<file path="src/hw/nor_host_consts.svh">
`ifndef NOR_HOST_CONSTS_SVH
`define NOR_HOST_CONSTS_SVH

// command addresses and codes
`define ADR_UNLOCK1 11'h555
`define ADR_UNLOCK2 11'h2AA
`define ADR_ANY 11'h000
`define D_UNLOCK1 16'h00AA
`define D_UNLOCK2 16'h0055
`define D_RESET 16'h00F0
`define D_CFI 16'h0098
`define D_ASEL 16'h0090
`define D_BYPASS 16'h0020
`define D_BYPASS_RST1 16'h0090
`define D_BYPASS_RST2 16'h0000
`define D_ERASE_SETUP 16'h0080
`define D_ERASE_CONFIRM 16'h0030
`define D_SUSPEND 16'h00B0
`define D_RESUME 16'h0030
`define D_BLANK 16'h0033
`define D_BUF_LOAD 16'h0025
`define D_BUF_CONFIRM 16'h0029

// status and page layout
`define ABORT_BIT 1
`define PAGE_BITS 9

// timing, in ns at the clock period below
`define CLK_PERIOD_NS 10
`define T_SETUP_NS 20
`define T_WP_NS 50
`define T_ACC_NS 120
`define T_HOLD_NS 30
`define T_HWRST_NS 10000
`define NS_TO_CYC(t) (((t) + `CLK_PERIOD_NS - 1) / `CLK_PERIOD_NS)
`define SYNC_STAGES 2

`endif

</file>
<file path="src/hw/nor_host_pkg.sv">
package nor_host_pkg;

    typedef enum logic [3:0] {
        OP_READ = 4'h0,
        OP_RESET = 4'h1,
        OP_RESET3 = 4'h2,
        OP_CFI_ENTER = 4'h3,
        OP_ASEL_ENTER = 4'h4,
        OP_BYPASS_ENTER = 4'h5,
        OP_BYPASS_EXIT = 4'h6,
        OP_BLOCK_ERASE = 4'h7,
        OP_SUSPEND = 4'h8,
        OP_RESUME = 4'h9,
        OP_BLANK_CHECK = 4'hA,
        OP_BUF_PROGRAM = 4'hB,
        OP_HW_RESET = 4'hC
    } op_e;

    typedef enum logic [1:0] {
        MODE_READ = 2'h0,
        MODE_ASEL = 2'h1,
        MODE_CFI = 2'h2
    } mode_e;

    typedef enum logic [1:0] {
        BUS_IDLE = 2'h0,
        BUS_SETUP = 2'h1,
        BUS_PULSE = 2'h2,
        BUS_HOLD = 2'h3
    } bus_st_e;

endpackage

</file>
<file path="src/hw/nor_bus_cycle.sv">
`include "nor_host_consts.svh"

module nor_bus_cycle import nor_host_pkg::*; #(
    parameter int ADDR_W = 26
) (
    input wire logic i_clk,
    input wire logic i_reset,
    input wire logic i_start,
    input wire logic i_read,
    input wire logic [ADDR_W-1:0] i_addr,
    input wire logic [15:0] i_data,
    input wire logic [15:0] i_dq,
    output logic o_done,
    output logic [15:0] o_rdata,
    output logic o_ce_n,
    output logic o_oe_n,
    output logic o_we_n,
    output logic [ADDR_W-1:0] o_addr,
    output logic [15:0] o_dq,
    output logic o_dq_oe
);

    localparam logic [7:0] SETUP_CYC = 8'(`NS_TO_CYC(`T_SETUP_NS));
    localparam logic [7:0] WP_CYC = 8'(`NS_TO_CYC(`T_WP_NS));
    // read pulse is stretched by the synchroniser depth so dq2 holds settled data
    localparam logic [7:0] READ_CYC = 8'(`NS_TO_CYC(`T_ACC_NS) + `SYNC_STAGES);
    localparam logic [7:0] HOLD_CYC = 8'(`NS_TO_CYC(`T_HOLD_NS));

    typedef struct packed {
        bus_st_e st;
        logic [7:0] cnt;
        logic rd;
        logic [ADDR_W-1:0] addr;
        logic [15:0] data;
        logic dq_oe;
        logic ce_n;
        logic oe_n;
        logic we_n;
        logic [15:0] dq1;
        logic [15:0] dq2;
        logic done;
        logic [15:0] rdata;
    } bus_s;

    bus_s r, next_r;

    always_comb begin
        next_r = r;
        next_r.done = 1'b0;
        next_r.dq1 = i_dq;
        next_r.dq2 = r.dq1;
        unique case (r.st)
            BUS_IDLE: begin
                if (i_start) begin
                    next_r.st = BUS_SETUP;
                    next_r.cnt = SETUP_CYC;
                    next_r.rd = i_read;
                    next_r.addr = i_addr;
                    next_r.data = i_data;
                    next_r.ce_n = 1'b0;
                    next_r.dq_oe = !i_read;
                end
            end
            BUS_SETUP: begin
                if (r.cnt == 8'h01) begin
                    next_r.st = BUS_PULSE;
                    next_r.cnt = r.rd ? READ_CYC : WP_CYC;
                    next_r.oe_n = !r.rd;
                    next_r.we_n = r.rd;
                end else begin
                    next_r.cnt = r.cnt - 8'h01;
                end
            end
            BUS_PULSE: begin
                if (r.cnt == 8'h01) begin
                    next_r.st = BUS_HOLD;
                    next_r.cnt = HOLD_CYC;
                    next_r.oe_n = 1'b1;
                    next_r.we_n = 1'b1;
                    if (r.rd) begin
                        next_r.rdata = r.dq2;
                    end
                end else begin
                    next_r.cnt = r.cnt - 8'h01;
                end
            end
            BUS_HOLD: begin
                // write data stays driven past the rising strobe edge
                if (r.cnt == 8'h01) begin
                    next_r.st = BUS_IDLE;
                    next_r.ce_n = 1'b1;
                    next_r.dq_oe = 1'b0;
                    next_r.done = 1'b1;
                end else begin
                    next_r.cnt = r.cnt - 8'h01;
                end
            end
        endcase
    end

    always_ff @(posedge i_clk) begin
        if (i_reset) begin
            r <= '0;
            r.st <= BUS_IDLE;
            r.ce_n <= 1'b1;
            r.oe_n <= 1'b1;
            r.we_n <= 1'b1;
        end else begin
            r <= next_r;
        end
    end

    assign o_done = r.done;
    assign o_rdata = r.rdata;
    assign o_ce_n = r.ce_n;
    assign o_oe_n = r.oe_n;
    assign o_we_n = r.we_n;
    assign o_addr = r.addr;
    assign o_dq = r.data;
    assign o_dq_oe = r.dq_oe;

endmodule // nor_bus_cycle

</file>
<file path="src/hw/nor_flash_host.sv">
`include "nor_host_consts.svh"

// How it works
// - block erase: unlocks, 80, unlocks, 30 at block
// - bypass erase: 80 at 555 then 30 at block
// - suspend B0, resume 30, blank check 33@555
// - after abort error use three-write reset only
// - program loads N+1 words, at most 512
// - confirm uses same block address as load
// - load keeps upper address, word on A[8:0]
// - recover by read/reset, else hardware reset
module nor_flash_host import nor_host_pkg::*; #(
    parameter int ADDR_W = 26,
    parameter int HWRST_CYC = `NS_TO_CYC(`T_HWRST_NS)
) (
    input wire logic i_clk,
    input wire logic i_reset,
    input wire logic i_cmd_valid,
    input wire op_e i_cmd_op,
    input wire logic [ADDR_W-1:0] i_cmd_addr,
    input wire logic [`PAGE_BITS-1:0] i_cmd_count,
    input wire logic i_word_valid,
    input wire logic [15:0] i_word_data,
    input wire logic [15:0] i_dq,
    input wire logic i_ready_busy_n,
    output logic o_cmd_ready,
    output logic o_cmd_refused,
    output logic o_cmd_done,
    output logic o_rd_valid,
    output logic [15:0] o_rd_data,
    output logic o_word_ack,
    output logic o_ce_n,
    output logic o_oe_n,
    output logic o_we_n,
    output logic [ADDR_W-1:0] o_addr,
    output logic [15:0] o_dq,
    output logic o_dq_oe,
    output logic o_rst_n,
    output logic o_flash_busy,
    output mode_e o_mode,
    output logic o_bypass,
    output logic o_suspended,
    output logic o_abort_seen
);

    typedef enum logic [2:0] {
        S_IDLE = 3'h0,
        S_SEQ = 3'h1,
        S_LOAD = 3'h2,
        S_LWAIT = 3'h3,
        S_CONF = 3'h4,
        S_HWRST = 3'h5
    } state_e;

    typedef struct packed {
        state_e st;
        op_e op;
        logic [2:0] step;
        logic [ADDR_W-1:0] addr;
        logic [`PAGE_BITS-1:0] count;
        logic [`PAGE_BITS:0] widx;
        logic [15:0] hold_cnt;
        mode_e mode;
        logic bypass;
        logic suspended;
        logic abort;
        logic prog_last;
        logic rb1;
        logic rb2;
        logic busy;
        logic cmd_ready;
        logic refused;
        logic done;
        logic rd_valid;
        logic [15:0] rd_data;
        logic word_ack;
        logic rst_n;
        logic start;
        logic cyc_read;
        logic [ADDR_W-1:0] cyc_addr;
        logic [15:0] cyc_data;
    } host_s;

    // {last, enters load phase, address, data}
    typedef struct packed {
        logic last;
        logic load;
        logic [ADDR_W-1:0] adr;
        logic [15:0] dat;
    } cyc_s;

    host_s r, next_r;
    logic bus_done;
    logic [15:0] bus_rdata;

    localparam logic [15:0] HWRST_CNT = 16'(HWRST_CYC);

    function automatic cyc_s seq_cycle(op_e op, logic [2:0] step, logic byp, logic [ADDR_W-1:0] a,
                                       logic [`PAGE_BITS-1:0] n);
        cyc_s c;
        logic [2:0] k;
        c = '0;
        k = step;
        if (byp && op == OP_BUF_PROGRAM) begin
            k = step + 3'h2;
        end
        if (byp && op == OP_BLOCK_ERASE) begin
            k = (step == 3'h0) ? 3'h2 : 3'h5;
        end
        if (k == 3'h0 || k == 3'h3) begin
            c.adr = ADDR_W'(`ADR_UNLOCK1);
            c.dat = `D_UNLOCK1;
        end else if (k == 3'h1 || k == 3'h4) begin
            c.adr = ADDR_W'(`ADR_UNLOCK2);
            c.dat = `D_UNLOCK2;
        end
        unique case (op)
            OP_RESET: begin
                c = '{1'b1, 1'b0, ADDR_W'(`ADR_ANY), `D_RESET};
            end
            OP_RESET3: begin
                if (k == 3'h2) c = '{1'b1, 1'b0, ADDR_W'(`ADR_ANY), `D_RESET};
            end
            OP_CFI_ENTER: begin
                c = '{1'b1, 1'b0, ADDR_W'(`ADR_UNLOCK1), `D_CFI};
            end
            OP_ASEL_ENTER: begin
                if (k == 3'h2) c = '{1'b1, 1'b0, ADDR_W'(`ADR_UNLOCK1), `D_ASEL};
            end
            OP_BYPASS_ENTER: begin
                if (k == 3'h2) c = '{1'b1, 1'b0, ADDR_W'(`ADR_UNLOCK1), `D_BYPASS};
            end
            OP_BYPASS_EXIT: begin
                c = '{k == 3'h1, 1'b0, ADDR_W'(`ADR_ANY), k == 3'h1 ? `D_BYPASS_RST2 : `D_BYPASS_RST1};
            end
            OP_BLOCK_ERASE: begin
                if (k == 3'h2) c = '{1'b0, 1'b0, ADDR_W'(`ADR_UNLOCK1), `D_ERASE_SETUP};
                if (k == 3'h5) c = '{1'b1, 1'b0, a, `D_ERASE_CONFIRM};
            end
            OP_SUSPEND: begin
                c = '{1'b1, 1'b0, ADDR_W'(`ADR_ANY), `D_SUSPEND};
            end
            OP_RESUME: begin
                c = '{1'b1, 1'b0, ADDR_W'(`ADR_ANY), `D_RESUME};
            end
            OP_BLANK_CHECK: begin
                c = '{1'b1, 1'b0, ADDR_W'(`ADR_UNLOCK1), `D_BLANK};
            end
            OP_BUF_PROGRAM: begin
                if (k == 3'h2) c = '{1'b0, 1'b0, a, `D_BUF_LOAD};
                if (k == 3'h3) c = '{1'b0, 1'b1, a, 16'(n)};
            end
            default: begin
                c = '{1'b1, 1'b0, a, 16'h0000};
            end
        endcase
        return c;
    endfunction

    function automatic logic refuse(op_e op, host_s s, logic busy);
        logic busy_hard;
        busy_hard = busy && !s.suspended;
        unique case (op)
            OP_RESET, OP_RESET3: refuse = busy_hard;
            OP_CFI_ENTER: refuse = s.mode == MODE_CFI || s.bypass;
            OP_ASEL_ENTER: refuse = busy_hard || s.mode == MODE_CFI || s.bypass;
            OP_BYPASS_ENTER: refuse = s.bypass || s.mode != MODE_READ;
            OP_BYPASS_EXIT: refuse = !s.bypass;
            OP_SUSPEND: refuse = s.suspended;
            OP_RESUME: refuse = !s.suspended;
            OP_BLOCK_ERASE, OP_BLANK_CHECK, OP_BUF_PROGRAM: refuse = busy_hard || s.mode != MODE_READ;
            default: refuse = 1'b0;
        endcase
    endfunction

    always_comb begin
        cyc_s c;
        op_e op;
        c = '0;
        op = i_cmd_op;
        next_r = r;
        next_r.rb1 = i_ready_busy_n;
        next_r.rb2 = r.rb1;
        next_r.busy = !r.rb2;
        next_r.start = 1'b0;
        next_r.refused = 1'b0;
        next_r.done = 1'b0;
        next_r.rd_valid = 1'b0;
        next_r.word_ack = 1'b0;
        unique case (r.st)
            S_IDLE: begin
                if (i_cmd_valid && r.cmd_ready) begin
                    if (op == OP_RESET && r.abort) begin
                        op = OP_RESET3;
                    end
                    next_r.op = op;
                    next_r.addr = i_cmd_addr;
                    next_r.count = i_cmd_count;
                    next_r.widx = '0;
                    next_r.step = 3'h0;
                    if (op == OP_HW_RESET) begin
                        next_r.st = S_HWRST;
                        next_r.rst_n = 1'b0;
                        next_r.hold_cnt = HWRST_CNT;
                        next_r.cmd_ready = 1'b0;
                    end else if (refuse(op, r, !r.rb2)) begin
                        next_r.refused = 1'b1;
                    end else begin
                        c = seq_cycle(op, 3'h0, r.bypass, i_cmd_addr, i_cmd_count);
                        next_r.st = S_SEQ;
                        next_r.cmd_ready = 1'b0;
                        next_r.start = 1'b1;
                        next_r.cyc_read = op == OP_READ;
                        next_r.cyc_addr = c.adr;
                        next_r.cyc_data = c.dat;
                    end
                end
            end
            S_SEQ: begin
                if (bus_done) begin
                    c = seq_cycle(r.op, r.step, r.bypass, r.addr, r.count);
                    if (c.load) begin
                        next_r.st = S_LOAD;
                    end else if (c.last) begin
                        next_r.st = S_IDLE;
                        next_r.cmd_ready = 1'b1;
                        next_r.done = 1'b1;
                        unique case (r.op)
                            OP_READ: begin
                                next_r.rd_valid = 1'b1;
                                next_r.rd_data = bus_rdata;
                                // abort error only means something after a buffered program
                                if (r.prog_last && bus_rdata[`ABORT_BIT]) next_r.abort = 1'b1;
                            end
                            OP_RESET, OP_RESET3: begin
                                next_r.mode = MODE_READ;
                                next_r.abort = 1'b0;
                                next_r.prog_last = 1'b0;
                            end
                            OP_CFI_ENTER: next_r.mode = MODE_CFI;
                            OP_ASEL_ENTER: next_r.mode = MODE_ASEL;
                            OP_BYPASS_ENTER: next_r.bypass = 1'b1;
                            OP_BYPASS_EXIT: next_r.bypass = 1'b0;
                            OP_SUSPEND: next_r.suspended = 1'b1;
                            OP_RESUME: next_r.suspended = 1'b0;
                            default: next_r.prog_last = 1'b0;
                        endcase
                    end else begin
                        c = seq_cycle(r.op, r.step + 3'h1, r.bypass, r.addr, r.count);
                        next_r.step = r.step + 3'h1;
                        next_r.start = 1'b1;
                        next_r.cyc_read = 1'b0;
                        next_r.cyc_addr = c.adr;
                        next_r.cyc_data = c.dat;
                    end
                end
            end
            S_LOAD: begin
                if (r.widx == {1'b0, r.count} + 10'h001) begin
                    next_r.st = S_CONF;
                    next_r.start = 1'b1;
                    next_r.cyc_addr = r.addr;
                    next_r.cyc_data = `D_BUF_CONFIRM;
                end else if (i_word_valid) begin
                    next_r.st = S_LWAIT;
                    next_r.start = 1'b1;
                    next_r.word_ack = 1'b1;
                    next_r.cyc_addr = {r.addr[ADDR_W-1:`PAGE_BITS], r.widx[`PAGE_BITS-1:0]};
                    next_r.cyc_data = i_word_data;
                end
            end
            S_LWAIT: begin
                if (bus_done) begin
                    next_r.st = S_LOAD;
                    next_r.widx = r.widx + 10'h001;
                end
            end
            S_CONF: begin
                if (bus_done) begin
                    next_r.st = S_IDLE;
                    next_r.cmd_ready = 1'b1;
                    next_r.done = 1'b1;
                    next_r.prog_last = 1'b1;
                end
            end
            S_HWRST: begin
                if (r.hold_cnt == 16'h0001) begin
                    next_r.st = S_IDLE;
                    next_r.rst_n = 1'b1;
                    next_r.cmd_ready = 1'b1;
                    next_r.done = 1'b1;
                    next_r.mode = MODE_READ;
                    next_r.bypass = 1'b0;
                    next_r.suspended = 1'b0;
                    next_r.abort = 1'b0;
                    next_r.prog_last = 1'b0;
                end else begin
                    next_r.hold_cnt = r.hold_cnt - 16'h0001;
                end
            end
            default: begin
                next_r.st = S_IDLE;
                next_r.cmd_ready = 1'b1;
            end
        endcase
    end

    always_ff @(posedge i_clk) begin
        if (i_reset) begin
            r <= '0;
            r.st <= S_IDLE;
            r.mode <= MODE_READ;
            r.rst_n <= 1'b1;
            r.cmd_ready <= 1'b1;
            r.rb1 <= 1'b1;
            r.rb2 <= 1'b1;
        end else begin
            r <= next_r;
        end
    end

    nor_bus_cycle #(
        .ADDR_W(ADDR_W)
    ) u_bus (
        .i_clk(i_clk),
        .i_reset(i_reset),
        .i_start(r.start),
        .i_read(r.cyc_read),
        .i_addr(r.cyc_addr),
        .i_data(r.cyc_data),
        .i_dq(i_dq),
        .o_done(bus_done),
        .o_rdata(bus_rdata),
        .o_ce_n(o_ce_n),
        .o_oe_n(o_oe_n),
        .o_we_n(o_we_n),
        .o_addr(o_addr),
        .o_dq(o_dq),
        .o_dq_oe(o_dq_oe)
    );

    assign o_cmd_ready = r.cmd_ready;
    assign o_cmd_refused = r.refused;
    assign o_cmd_done = r.done;
    assign o_rd_valid = r.rd_valid;
    assign o_rd_data = r.rd_data;
    assign o_word_ack = r.word_ack;
    assign o_rst_n = r.rst_n;
    assign o_flash_busy = r.busy;
    assign o_mode = r.mode;
    assign o_bypass = r.bypass;
    assign o_suspended = r.suspended;
    assign o_abort_seen = r.abort;

endmodule // nor_flash_host

</file>
<file path="config.mk">
export PLATFORM = sky130hd
export DESIGN_NAME = nor_flash_host
export DESIGN_NICKNAME = d
export VERILOG_FILES = /design/src/hw/nor_host_pkg.sv /design/src/hw/nor_bus_cycle.sv /design/src/hw/nor_flash_host.sv
export VERILOG_INCLUDE_DIRS = /design/src /design/src/hw
export SDC_FILE = /design/constraint.sdc
export NUM_CORES = 1
export LEC_CHECK = 0
export ABC_AREA = 0
export BUFFER_PORTS_ARGS = -buffer_cell sky130_fd_sc_hd__buf_2
export CELL_PAD_IN_SITES_DETAIL_PLACEMENT = 0
export CELL_PAD_IN_SITES_GLOBAL_PLACEMENT = 1
export CORE_ASPECT_RATIO = 0.9
export CORE_MARGIN = 1.5
export CORE_UTILIZATION = 35
export CTS_BUF_LIST = sky130_fd_sc_hd__clkbuf_4
export CTS_CLUSTER_DIAMETER = 80
export DETAILED_ROUTE_END_ITERATION = 10
export HOLD_SLACK_MARGIN = 0.08
export PLACE_DENSITY = 0.8
export SLEW_MARGIN = 0
export SYNTH_ARGS = -nofsm -noshare
export SYNTH_HDL_FRONTEND = slang
export SYNTH_SLANG_ARGS = --single-unit
</file>
<file path="constraint.sdc">
create_clock -name i_clk -period 3 [get_ports i_clk]
set_clock_uncertainty 0.15 [all_clocks]
set_input_delay 0.3 -clock i_clk [delete_from_list [all_inputs] [get_ports i_clk]]
set_output_delay 0.3 -clock i_clk [all_outputs]
set_load 0.05 [all_outputs]
</file>
Word-level counts from Yosys, hierarchy flattened
Cells that the tools add are included.
- word-level logic and storage cells: 344
- input port bits: 76
- bits in registers: 252
- equality and inequality tests: 77
- reduce and logical (&&, ||, !) cells: 72
- bitwise gates (word level): 9
- add/subtract/negate cells: 7
- multiplexer cells: 140
- operators by type and width (kind ; count):
    case mux 42 bit (11 select lines) ; 2
    two-way mux 44 bit ; 12
    two-way mux 42 bit ; 12
    case mux 44 bit (11 select lines) ; 1
    two-way mux 27 bit ; 9
    case mux 42 bit (3 select lines) ; 1
    two-way mux 3 bit ; 30
    two-way mux 26 bit ; 3
    two-way mux 71 bit ; 1
    two-way mux 55 bit ; 1
    two-way mux 18 bit ; 3
    two-way mux 8 bit ; 6
    two-way mux 45 bit ; 1
    case mux 10 bit (4 select lines) ; 1
    equality test 4 bit, second input constant ; 9
    equality test 4 x 3 -> 1 bit, second input constant ; 8
    two-way mux 16 bit ; 2
    case mux 16 bit (2 select lines) ; 1
    equality test 3 x 2 -> 1 bit, second input constant ; 8
    equality test 3 bit, second input constant ; 8
    two-way mux 6 bit ; 4
    AND reduction 8 bit ; 3
    inequality test 2 bit, second input constant ; 11
    AND reduction 7 bit ; 3
    52 further kinds ; 165

Longest topological paths before layout
Gate-level depths: netlist of run 1.
- depth after elaboration: 30
- depth in mapped cells: 14
- mapped depth without buffers: 11

Modules after synthesis
Synthesis of run 1 repeated with hierarchy kept, for this count alone.
- cells, all modules: 1589
- area, all modules: 12695.9 um^2
- modules (own cells, without submodules) (module ; cells each ; area an instance (um^2) ; sequential area each (um^2) ; times used):
    nor_flash_host ; 1091 ; 8434.3 ; 2922.8 ; 1
    nor_bus_cycle ; 498 ; 4261.6 ; 2122.0 ; 1

Least setup slack after synthesis of run 1
No wires, ideal clock.
- path type: register -> register
- start: register r, in the netlist o_bypass
- end: register r[8] (netlist bit)
- arrival: 2.966 ns
- stages on the path, launching flop included: 13
- path buffers: 3
- slack: -0.248 ns
- period minus slack after synthesis: 3.248 ns
- library setup time: 0.132 ns
- cell sequence: dfxtp_1 > buf_2 > and3_1 > buf_4 > mux2i_1 > a211oi_1 > o41ai_4 > nand2_2 > o31ai_4 > nand3_2 > clkbuf_1 > a211oi_1 > nor3_1
- longest elaborated chain between the ends: 17
- elaborated cells between the ends (all ways): 79
- classes of those cells: 13 x eq/ne; 53 x mux; 13 x reduce/logical
- RTL lines (what ; line ; RTL):
    from (decl) ; nor_flash_host.sv:92 ; host_s r, next_r;
    from (signal assigned) ; nor_flash_host.sv:318 ; r <= next_r;
    logical AND 1 bit ; nor_flash_host.sv:104 ; if (byp && op == OP_BUF_PROGRAM) begin
    two-way mux 3 bit / two-way mux 2 bit (equally long branches) ; nor_flash_host.sv:104 ;
    two-way mux 3 bit ; nor_flash_host.sv:107 ; if (byp && op == OP_BLOCK_ERASE) begin
    two-way mux 3 bit, on equally long branches ; nor_flash_host.sv:224, nor_flash_host.sv:206 ;
    two-way mux 3 bit, on equally long branches ; nor_flash_host.sv:222, nor_flash_host.sv:201 ;
    two-way mux 3 bit, on equally long branches ; nor_flash_host.sv:220, nor_flash_host.sv:192 ;
    two-way mux 3 bit ; nor_flash_host.sv:190 ; unique case (r.st)
    equality test 3 x 2 -> 1 bit / logical NOT 3 bit (equally long branches) ; nor_flash_host.sv:110, nor_flash_host.sv:151 ;
    logical OR 1 bit ; nor_flash_host.sv:110 ; if (k == 3'h0 || k == 3'h3) begin
    two-way mux 27 bit ; nor_flash_host.sv:110 ;
    two-way mux 42 bit, on equally long branches ; nor_flash_host.sv:150, nor_flash_host.sv:137 ;
    two-way mux 42 bit, on equally long branches ; nor_flash_host.sv:151, nor_flash_host.sv:138 ;
    case mux 42 bit (11 select lines) ; nor_flash_host.sv:117 ; unique case (op)
    two-way mux 44 bit, on equally long branches ; nor_flash_host.sv:224, nor_flash_host.sv:206 ;
    two-way mux 44 bit, on equally long branches ; nor_flash_host.sv:222, nor_flash_host.sv:201 ;
    two-way mux 44 bit / two-way mux 45 bit (equally long branches) ; nor_flash_host.sv:220, nor_flash_host.sv:192 ;
    case mux 42 bit (3 select lines) ; nor_flash_host.sv:190 ;
Parallel ways exist; a longest one is shown, timed or not. The select of a mux whose other input is x is not followed.
A chain may end at the register's enable or synchronous reset.

Final worst setup path of run 1
- start: register r[101] (netlist bit)
- end: register r[144] (netlist bit)
- longest elaborated chain between the ends: 4
- elaborated cells between the ends (all ways): 6
- classes of those cells: 1 x add/sub; 2 x eq/ne; 2 x mux; 1 x reduce/logical
- RTL lines (what ; line ; RTL):
    adder 9 x 1 -> 10 bit * ; nor_flash_host.sv:259 ; if (r.widx == {1'b0, r.count} + 10'h001) begin
    equality test 10 bit * ; nor_flash_host.sv:259 ;
    inequality test 3 bit (no line) / two-way mux 3 bit (equally long branches) ; - ;
    AND reduction 8 bit (no line) / case mux 3 bit (6 select lines) (equally long branches) ; - ;
Mark *: on every way between the ends. The rest lies on a longest branch, timed or not.

==> results by group, run 1 <==
Critical path
  • Worst path required time: 3440 ps
  • Reg-to-Reg Start: r[101]$_SDFFE_PP0P_
  • CP max FO: 6
  • CP endpoint kind: flop
  • CP Cell Sequence: buf_4 -> nand2_1 -> xor2_1 -> o41ai_1 -> o211a_1 -> a21oi_4 -> buf_4 -> a211oi_1 -> o211ai_1 -> a221oi_1
  • Slowest-stage cell, CP: o41ai_1
  • Worst path max stage delay: 490 ps
  • Critical Path Source Type: flop
  • Buf/Inv on CP: 2
  • Crit-path most repeated cell: buf_4
  • Crit-path leading delay family: compound AO/OA/AOI/OAI gates
  • Crit path DAT: 3330 ps
  • Worst Setup SP: r[101]$_SDFFE_PP0P_
  • Critical path class: reg2reg

STA
  • RSZ-0062 raised after global routing: true
  • Slew HR: 43.2%
  • Minimum clock period: 2890 ps
  • Peak Freq: 346 MHz
  • Final Cycle Share: 96.3%
  • Final setup fails: 0
  • Setup ws final: 111 ps
  • Slew @ Worst Pin: 843 ps
  • Final slew viol count: 0
  • Hold Violations, Final: 0

Synth
  • FF+latch count, synth: 252
  • Syn Nets: 1701
  • Post-synth cell types: 83
  • Netlist Area Pre-Place: 12400 um^2
  • Synth Flop Type: dfxtp_1
  • EDFF count, synth: 0
  • Top-count cell post-synth: nand2_1
  • Seq/Total Area, Yosys: 40.6%
  • Mapped Cells: 1610
  • Share of the synthesized area in the top cell type: 40.6%
  • Synth top cells by count: 319 x nand2_1, 252 x dfxtp_1, 194 x a21oi_1
  • Synth warnings: 0
  • Top post-synthesis cells by area: dfxtp_1 41%, nand2_1 9.6%, a21oi_1 7.8%
  • Asr flop ratio synth: 0%
  • Mean area per synthesized cell: 7.71 um^2
  • Synth area leader: dfxtp_1

Die
  • IO Count: 150
  • Die width: 202 um
  • Die height: 182 um
  • Row cnt: 65
  • Initial Util: 35.5%
  • Die area: 36600 um^2
  • Core region area: 35000 um^2

Final layout
  • Share of cells above drive strength 1: 23.8%
  • Final nets: 1988
  • Area Overhead vs Synth: 29.2%
  • Final Util: 45.9%
  • Design area: 16000 um^2
  • Finished Layout Cells: 2406

Routing
  • Initial DRC Count: 803
  • Drt total wl: 39600 um
  • Drt wl/cell: 16.5 um
  • DR vias: 12300
  • DRC viols: 0
  • DR pass1 iterations: 7
  • Final ANT Viol Nets: 0
  • Post-DR vias/cell: 5.13

GRT
  • Total GRT Usage: 21.3%
  • Gr ovfl total: 0
  • Antenna violations before repair: 1
  • Largest net degree at the start of global routing: 102
  • First-pass GRT wire length: 63200 um
  • Vias in the first global route: 11800

Clock tree
  • CTS sink count: 252
  • CTS tree: built
  • Longest Clk Path Bufs: 3
  • CTS root buffer: clkbuf_4
  • Number of H-tree levels: 3
  • Number of buffers created by CTS: 71
  • CTS clk-pin slew, worst paths: 60 ps
  • Worst skew pair latency: 710 ps

Placed design
  • Port Buffer Count: 149
  • Dpl hpwl: 27800 um
  • Cells after DPL: 2199
  • GP Congestion: 0.949
  • Placed cell areas: 14000 um^2
  • Pre-CTS setup slack: -139 ps

Flow run
  • Max Cap Viol: 0

Power and ir drop
  • Leakage: 6.35 nW
  • P per Cell Area: 546 nW/um^2
  • VDD IR-drop max: 0.309 mV
  • Post-layout total power: 8.77 mW

Worst hold path
  • Worst min path class: in2reg
  • Hold path startpoint: i_cmd_op[1]

Status
  • Status: completed
registers in the layout, indices dropped and copies added (netlist names), 2 cells and up:
signal         flops
r                117
o_rd_data         16
u_bus.o_dq        16
u_bus.next_r      16
u_bus.r           27
o_mode             2
u_bus.o_rdata     16
u_bus.o_addr      26
where the power goes:
group          internal (mW)  switching, mW
combinational          0.756           1.22
sequential              3.57          0.163
clock                   1.65           1.41
total                   5.98           2.79
logic make-up (layout without fill, tap and decap cells):
logic type / after synthesis / in the layout / synth area share [%]
flops: 252 / 252 / 40.6
other cells: 0 / 1 / 0
xor+xnor: 39 / 39 / 2.75
mux: 11 / 11 / 0.907
buf+inv: 200 / 526 / 8.15
simple gates: 682 / 682 / 25.3
compound gates: 411 / 411 / 20.8
fa+ha+maj: 15 / 15 / 1.51
final cells by class:
type / instances / area [um^2]
repair buffers: 386 / 2840
multi-input cells: 1158 / 6610
flip-flops and latches: 252 / 5060
fillers: 3584 / 18900
clock inverters: 15 / 119
clock buffers: 97 / 728
diodes: 1 / 2.50
inverters: 28 / 105
well taps: 469 / 587
worst register-to-register path: stages, from the launching register on:
cell,delay [ps]
dfxtp_1,370
buf_4,190
nand2_1,110
xor2_1,150
o41ai_1,490
o211a_1,350
a21oi_4,100
buf_4,160
a211oi_1,340
o211ai_1,140
a221oi_1,260
cell usage in the layout (no fill, tap or decap), drive strengths merged, types with 59 or more instances in the layout:
| cell type | count |
|---|---|
| nor2 | 113 |
| dfxtp | 252 |
| a21oi | 194 |
| clkbuf | 98 |
| nor3 | 63 |
| nor2b | 61 |
| nand2 | 320 |
| dlygate4sd3 | 91 |
| buf | 294 |
| o21ai | 59 |
path summary, 6_finish.rpt:
check | end | slack, ps | depth (start not counted)
hold / removal | r[140]$_SDFFE_PP0P_ | 140 | 4
setup reg to reg | r[144]$_SDFFE_PP0P_ | 110 | 10
setup / recovery | r[144]$_SDFFE_PP0P_ | 110 | 10
hold reg to reg | r[67]$_SDFF_PP1_ | 270 | 1
metal layers:
| layer | part of all wire, % | track usage [%] |
|---|---|---|
| met5 | 0 | 0 |
| met4 | 2.7 | 8.57 |
| met3 | 6.0 | 3.63 |
| met2 | 43 | 32.0 |
| met1 | 48 | 30.2 |
what timing repair did:
action,4_1_cts,5_1_grt
gates cloned,0,1
hold endpoints to repair,165,0
resized for setup,13,43
pin swaps,0,8
setup buffers,0,2
hold buffers,91,0
setup endpoints to repair,27,45
metrics by stage:
step | hold slack, ps | setup TNS, ps
finish | 139 | 0
global route | 139 | -67.6
CTS | 83.9 | 0
detailed placement | 269 | -2700
global placement | 265 | -1430
floorplan | 239 | -0.475
Power figures use the tool's default switching activity.
==> inputs of run 2 (changes only) <==
--- a/config.mk
+++ b/config.mk
@@ -17,7 +17,7 @@
 export CTS_CLUSTER_DIAMETER = 80
 export DETAILED_ROUTE_END_ITERATION = 10
 export HOLD_SLACK_MARGIN = 0.08
-export PLACE_DENSITY = 0.8
+export PLACE_DENSITY = 0.77
 export SLEW_MARGIN = 0
 export SYNTH_ARGS = -nofsm -noshare
 export SYNTH_HDL_FRONTEND = slang
==> constraint.sdc (replaced) <==
create_clock -name i_clk -period 3.7 [get_ports i_clk]
set_clock_uncertainty 0.15 [all_clocks]
set_input_delay 0.37 -clock i_clk [delete_from_list [all_inputs] [get_ports i_clk]]
set_output_delay 0.37 -clock i_clk [all_outputs]
set_load 0.05 [all_outputs]
==> results by group, run 2 (same netlist as run 1, synthesis figures left out) <==
Status
  • Status: completed

STA
  • Final setup fails: 0 (unchanged)
  • Peak Freq: 275 MHz (-21%)
  • Slew @ Worst Pin: 908 ps (+64.7 ps)
  • Final slew viol count: 0 (unchanged)
  • Slew HR: 39.5% (-3.7 points)
  • Minimum clock period: 3640 ps (+747 ps)
  • Setup tns final: 0 ps (unchanged)
  • Hold Slack: 139 ps (-0.601 ps)
  • Final Cycle Share: 98.3% (+2.0 points)
  • Hold Violations, Final: 0 (unchanged)

Critical path
  • CP max FO: 9 (+3)
  • Critical path class: reg2reg
  • CP endpoint kind: flop
  • Crit path DAT: 4110 ps (+780 ps)
  • Worst path required time: 4180 ps (+740 ps)
  • Critical Path Source Type: flop

Clock tree
  • CTS tree: built
  • CTS sink count: 252 (unchanged)
  • Number of H-tree levels: 3 (unchanged)
  • Longest Clk Path Bufs: 3 (unchanged)
  • Postcts setup bufs: 0 (unchanged)
  • CTS clk-pin slew, worst paths: 70 ps (about the same)
  • CTS root buffer: clkbuf_4
  • Worst skew pair latency: 720 ps (about the same)
  • Number of buffers created by CTS: 72 (+1.4%)

Power and ir drop
  • P per Cell Area: 465 nW/um^2 (-15%)
  • Leakage: 5.82 nW (-8.4%)
  • VDD IR-drop max: 0.214 mV (-31%)

Die
  • Row cnt: 65 (unchanged)
  • Die height: 182 um (unchanged)
  • Die width: 202 um (unchanged)
  • Die area: 36600 um^2 (unchanged)
  • Initial Util: 35.5% (unchanged)
  • Core region area: 35000 um^2 (unchanged)
  • IO Count: 150 (unchanged)

Routing
  • Initial DRC Count: 917 (+14%)
  • DR pass1 iterations: 6 (-1)
  • Drt wl/cell: 16.9 um (+2.5%)
  • Final ANT Viol Nets: 0 (unchanged)
  • DR vias: 12000 (-3.1%)
  • DRC viols: 0 (unchanged)
  • Post-DR vias/cell: 5.16 (+0.74%)
  • Drt total wl: 39100 um (-1.4%)

Final layout
  • Most frequent cells in the layout: 319 x nand2_1, 252 x dfxtp_1, 193 x a21oi_1
  • Most common cell after layout, fill and taps aside: nand2_1
  • Fillers: 3601 (+0.47%)
  • Final nets: 1892 (-4.8%)
  • Share of cells above drive strength 1: 19.0% (-4.8 points)
  • Number of flip-flops in the largest register: 117 (unchanged)
  • Most flops, register: r
  • Area Overhead vs Synth: 20.7%

GRT
  • Vias in the first global route: 11300 (-4.1%)
  • Gr ovfl total: 0 (unchanged)
  • Largest net degree at the start of global routing: 133 (+30%)
  • Antenna violations before repair: 1 (unchanged)
  • Total GRT Usage: 20.8% (-0.48 points)
  • First-pass GRT wire length: 61400 um (-2.8%)

Flow run
  • Max Cap Viol: 0 (unchanged)

Worst hold path
  • Worst min path class: in2reg

Placed design
  • Port Buffer Count: 149 (unchanged)
  • GP Congestion: 0.976 (+2.8%)
  • Dpl hpwl: 27000 um (-2.7%)
-- run 2: worst paths after layout --
check / to / slack, ps / start / cells after the start
worst min register to register: r[67]$_SDFF_PP1_ / 260 / next_r[67]$_SDFF_PP1_ / 1
worst max register to register: r[4]$_SDFFE_PP0P_ / 60 / r[137]$_SDFFE_PP0P_ / 10
worst min-delay path: r[0]$_SDFFE_PP0P_ / 140 / i_word_data[0] / 5
worst max-delay path: r[4]$_SDFFE_PP0P_ / 60 / r[137]$_SDFFE_PP0P_ / 10
-- run 2: power by group --
group          internal [mW]  switching [mW]
Combinational          0.528           0.951
Clock                   1.25            1.20
Sequential              2.90           0.144
Total                   4.67            2.30
-- run 2: cell type report --
class,count,area (um^2),area share [%]
Tap cell,469,587,3.91
Multi-Input combinational cell,1158,6390,42.6
Timing Repair Buffer,289,2030,13.5
Sequential cell,252,5040,33.6
Clock inverter,18,88.8,0.592
Inverter,28,105,0.701
Clock buffer,100,751,5.01
Antenna cell,1,2.50,0.0167
-- run 2: repair_timing --
| item | 4_1_cts | 5_1_grt |
|---|---|---|
| hold buffers | 73 | 0 |
| resized for setup | 0 | 3 |
| hold endpoints to repair | 98 | 0 |
| endpoints found under the setup margin | 0 | 9 |
-- run 2: metrics by stage --
step	instances	utilization [%]	setup WS, ps	power, mW	instance area, um^2
floorplan	1610	-	452	4.09	12400
global placement	2123	38.3	76.1	4.48	13400
detailed placement	2123	38.3	164	4.50	13400
CTS	2314	42.8	129	7.04	15000
global route	2315	42.9	-52.1	7.37	15000
finish	2315	42.9	64.2	6.97	15000
-- run 2: critical path, cell delays in order, from the launching register on --
cell	delay [ps]
dfxtp_1	490
inv_1	80
ha_1	360
nor2b_1	70
a2111oi_1	660
nor3_1	160
o32ai_4	350
a211oi_1	130
o41ai_1	620
a211oi_1	240
a211oi_1	260
-- run 2: metal layers --
metal  global-route usage (%)  vias to the layer above  routed length, um
met5                        0                        -                  0
met1                     29.0                     5606              18700
met2                     32.5                      358              17400
met3                     3.37                       62               2030
li1                         -                     5930                  -
met4                     7.70                        0                946
==> inputs of run 3 (changes only) <==
--- a/config.mk
+++ b/config.mk
@@ -21,4 +21,5 @@
 export SLEW_MARGIN = 0
 export SYNTH_ARGS = -nofsm -noshare
 export SYNTH_HDL_FRONTEND = slang
+export SYNTH_HIERARCHICAL = 1
 export SYNTH_SLANG_ARGS = --single-unit
==> results by group, run 3 <==
Die
  • Initial Util: 35.9% (+0.37 points)
  • Die width: 204 um (+1.1%)
  • IO Count: 150 (unchanged)
  • Row cnt: 65 (unchanged)
  • Die height: 184 um (+1.1%)
  • Core region area: 35400 um^2 (+1.2%)
  • Die area: 37400 um^2 (+2.2%)

STA
  • Final slew viol count: 0 (unchanged)
  • RSZ-0062 raised after global routing: false
  • Slew HR: 43.6% (+4.1 points)
  • Hold Violations, Final: 0 (unchanged)
  • Hold Slack: 244 ps (+105 ps)
  • Setup tns final: 0 ps (unchanged)
  • Minimum clock period: 3450 ps (-185 ps)
  • Slew @ Worst Pin: 846 ps (-61.7 ps)
  • Peak Freq: 290 MHz (+5.4%)
  • Final Cycle Share: 93.3% (-5.0 points)
  • Final setup fails: 0 (unchanged)

Final layout
  • Area occupied by multi-input gates: 6530 um^2 (+2.2%)
  • Share of cells above drive strength 1: 18.4% (-0.55 points)
  • Area Overhead vs Synth: 19.8%
  • Most common cell after layout, fill and taps aside: nand2_1
  • Fillers: 3620 (+0.53%)
  • Register area: 5040 um^2 (unchanged)
  • Final nets: 1864 (-1.5%)
  • Most frequent cells in the layout: 277 x nand2_1, 252 x dfxtp_1, 170 x a21oi_1
  • Most flops, register: r
  • Number of flip-flops in the largest register: 117 (unchanged)

Clock tree
  • CTS sink count: 252 (unchanged)
  • Number of buffers created by CTS: 69 (-4.2%)
  • CTS clk-pin slew, worst paths: 70 ps (about the same)
  • CTS tree: built
  • CTS root buffer: clkbuf_4
  • Number of H-tree levels: 3 (unchanged)
  • Worst skew pair latency: 720 ps (about the same)
  • Longest Clk Path Bufs: 3 (unchanged)

Synth
  • Seq/Total Area, Yosys: 39.7% (-0.88 points)
  • Mean area per synthesized cell: 7.99 um^2 (+3.6%)
  • Mapped Cells: 1589 (-1.3%)
  • Share of the synthesized area in the top cell type: 39.7% (-0.88 points)
  • Top-count cell post-synth: nand2_1
  • Post-synth cell types: 91 (+9.6%)
  • EDFF count, synth: 0 (unchanged)
  • Asr flop ratio synth: 0% (unchanged)
  • Synth top cells by count: 278 x nand2_1, 252 x dfxtp_1, 171 x a21oi_1
  • Synth area leader: dfxtp_1
  • Syn Nets: 1679 (-1.3%)
  • FF+latch count, synth: 252 (unchanged)
  • Synth warnings: 6 (+6)
  • Top post-synthesis cells by area: dfxtp_1 40%, nand2_1 8.2%, a21oi_1 6.7%
  • Netlist Area Pre-Place: 12700 um^2 (+2.2%)
  • Synth Flop Type: dfxtp_1

GRT
  • Antenna violations before repair: 2 (+1)
  • Gr ovfl total: 0 (unchanged)
  • Largest net degree at the start of global routing: 82 (-38%)
  • Total GRT Usage: 21.7% (+0.88 points)
  • Vias in the first global route: 11700 (+3.3%)
  • First-pass GRT wire length: 64300 um (+4.7%)

Power and ir drop
  • Leakage: 6.10 nW (+4.8%)
  • P per Cell Area: 445 nW/um^2 (-4.3%)
  • VDD IR-drop max: 0.282 mV (+32%)

Critical path
  • Buf/Inv on CP: 1 (unchanged)
  • Slowest-stage cell, CP: dfxtp_1
  • Critical path class: reg2reg
  • CP max FO: 10 (+1)
  • Worst path max stage delay: 480 ps (-180 ps)
  • Crit path DAT: 3890 ps (-220 ps)
  • CP Cell Sequence: inv_1 -> ha_2 -> and4b_1 -> a221oi_2 -> nand4_1 -> o211a_1 -> o211a_1 -> a2111oi_0 -> nor3b_1 -> o22a_1
  • Reg2reg setup slack: 250 ps (+180 ps)
  • CP endpoint kind: flop
  • Critical Path Source Type: flop
  • Crit-path most repeated cell: o211a_1
  • Worst path required time: 4140 ps (-40 ps)
  • Crit-path leading delay family: compound AO/OA/AOI/OAI gates
  • Instance count on the critical path: 10 (unchanged)
  • Worst R2R Path Depth: 10 (unchanged)

Placed design
  • Port Buffer Count: 149 (unchanged)
  • GP Congestion: 0.948 (-2.9%)
  • Dpl hpwl: 28800 um (+6.6%)

Routing
  • DRC viols: 0 (unchanged)
  • DR vias: 12100 (+1.2%)
  • Initial DRC Count: 890 (-2.9%)
  • Drt total wl: 41000 um (+4.9%)
  • DR pass1 iterations: 6 (unchanged)
  • Post-DR vias/cell: 5.31 (+2.8%)
  • Final ANT Viol Nets: 0 (unchanged)
  • Drt wl/cell: 18.0 um (+6.6%)

Status
  • Status: completed

Worst hold path
  • WHS Path Cells: 3 (-2)
  • Worst min path class: in2reg

Flow run
  • Max Cap Viol: 0 (unchanged)
run 3: cell count changes in the layout (fill, tap and decap cells not counted), moves of 12 or more:
cell,before,now
a21oi_1,193,170
nor2b_1,61,46
a211oi_1,31,8
mux2i_1,9,28
nand2_1,319,277
dlygate4sd3_1,73,101
nor3_1,62,20
o21ai_1,3,17
o22a_1,1,13
o21ai_0,56,77
buf_4,64,46
a31oi_1,7,28
run 3: stage by stage:
stage	cell area [um^2]	setup slack, ps	utilization (%)	instances	total power [mW]
floorplan	12700	595	-	1589	3.92
global placement	13400	306	37.9	2071	4.32
detailed placement	13400	226	37.9	2071	4.33
CTS	15200	208	42.9	2277	6.83
global route	15200	5.56	43.0	2278	7.15
finish	15200	249	43.0	2279	6.76
run 3: what timing repair did:
action	CTS	global route
resized for setup	0	5
setup endpoints to repair	0	17
hold endpoints to repair	131	0
buffers inserted	0	0
hold buffers	101	0
run 3: area by class of cell:
class,count,area share (%)
sequential,252,33.2
clock inverter,13,0.650
timing repair buffer,298,14.1
antenna,2,0.0329
inverter,27,0.666
multi-input combinational,1126,43.0
tap,469,3.86
clock buffer,92,4.54
run 3: path summary, 6_finish.rpt:
path / startpoint / endpoint
worst max-delay path: r[136]$_SDFFE_PP0P_ / r[19]$_SDFFE_PP0P_
worst min-delay path: i_ready_busy_n / next_r[67]$_SDFF_PP1_
worst max register to register: r[136]$_SDFFE_PP0P_ / r[19]$_SDFFE_PP0P_
worst min register to register: next_r[67]$_SDFF_PP1_ / r[67]$_SDFF_PP1_
run 3: cells by family after synthesis:
kind of cell / count (synthesis) / synth area share [%]
compound gates: 456 / 23.1
xor+xnor: 31 / 2.14
fa+ha+maj: 14 / 1.38
mux: 29 / 2.30
flops: 252 / 39.7
simple gates: 596 / 22.3
buf+inv: 211 / 9.08
run 3: worst register-to-register path, cell delays in order, from the launching register on:
cell       delay [ps]
dfxtp_1           480
inv_1             190
ha_2              480
and4b_1           250
a221oi_2          300
nand4_1           260
o211a_1           280
o211a_1           270
a2111oi_0         360
nor3b_1           100
o22a_1            190
run 3: routing by layer:
layer / global-route usage (%) / up-vias / share of wire [%]
li1: - / 5932 / -
met1: 29.6 / 5692 / 46
met2: 33.8 / 397 / 45
met3: 4.13 / 74 / 6.7
met4: 8.39 / 0 / 2.6
met5: 0 / - / 0
run 3: where the power goes:
| group | leakage [nW] | internal (mW) | switching [mW] |
|---|---|---|---|
| logic | 3.58 | 0.504 | 0.849 |
| registers | 2.05 | 2.88 | 0.141 |
| clock network | 0.466 | 1.22 | 1.17 |
| total | 6.10 | 4.60 | 2.16 |
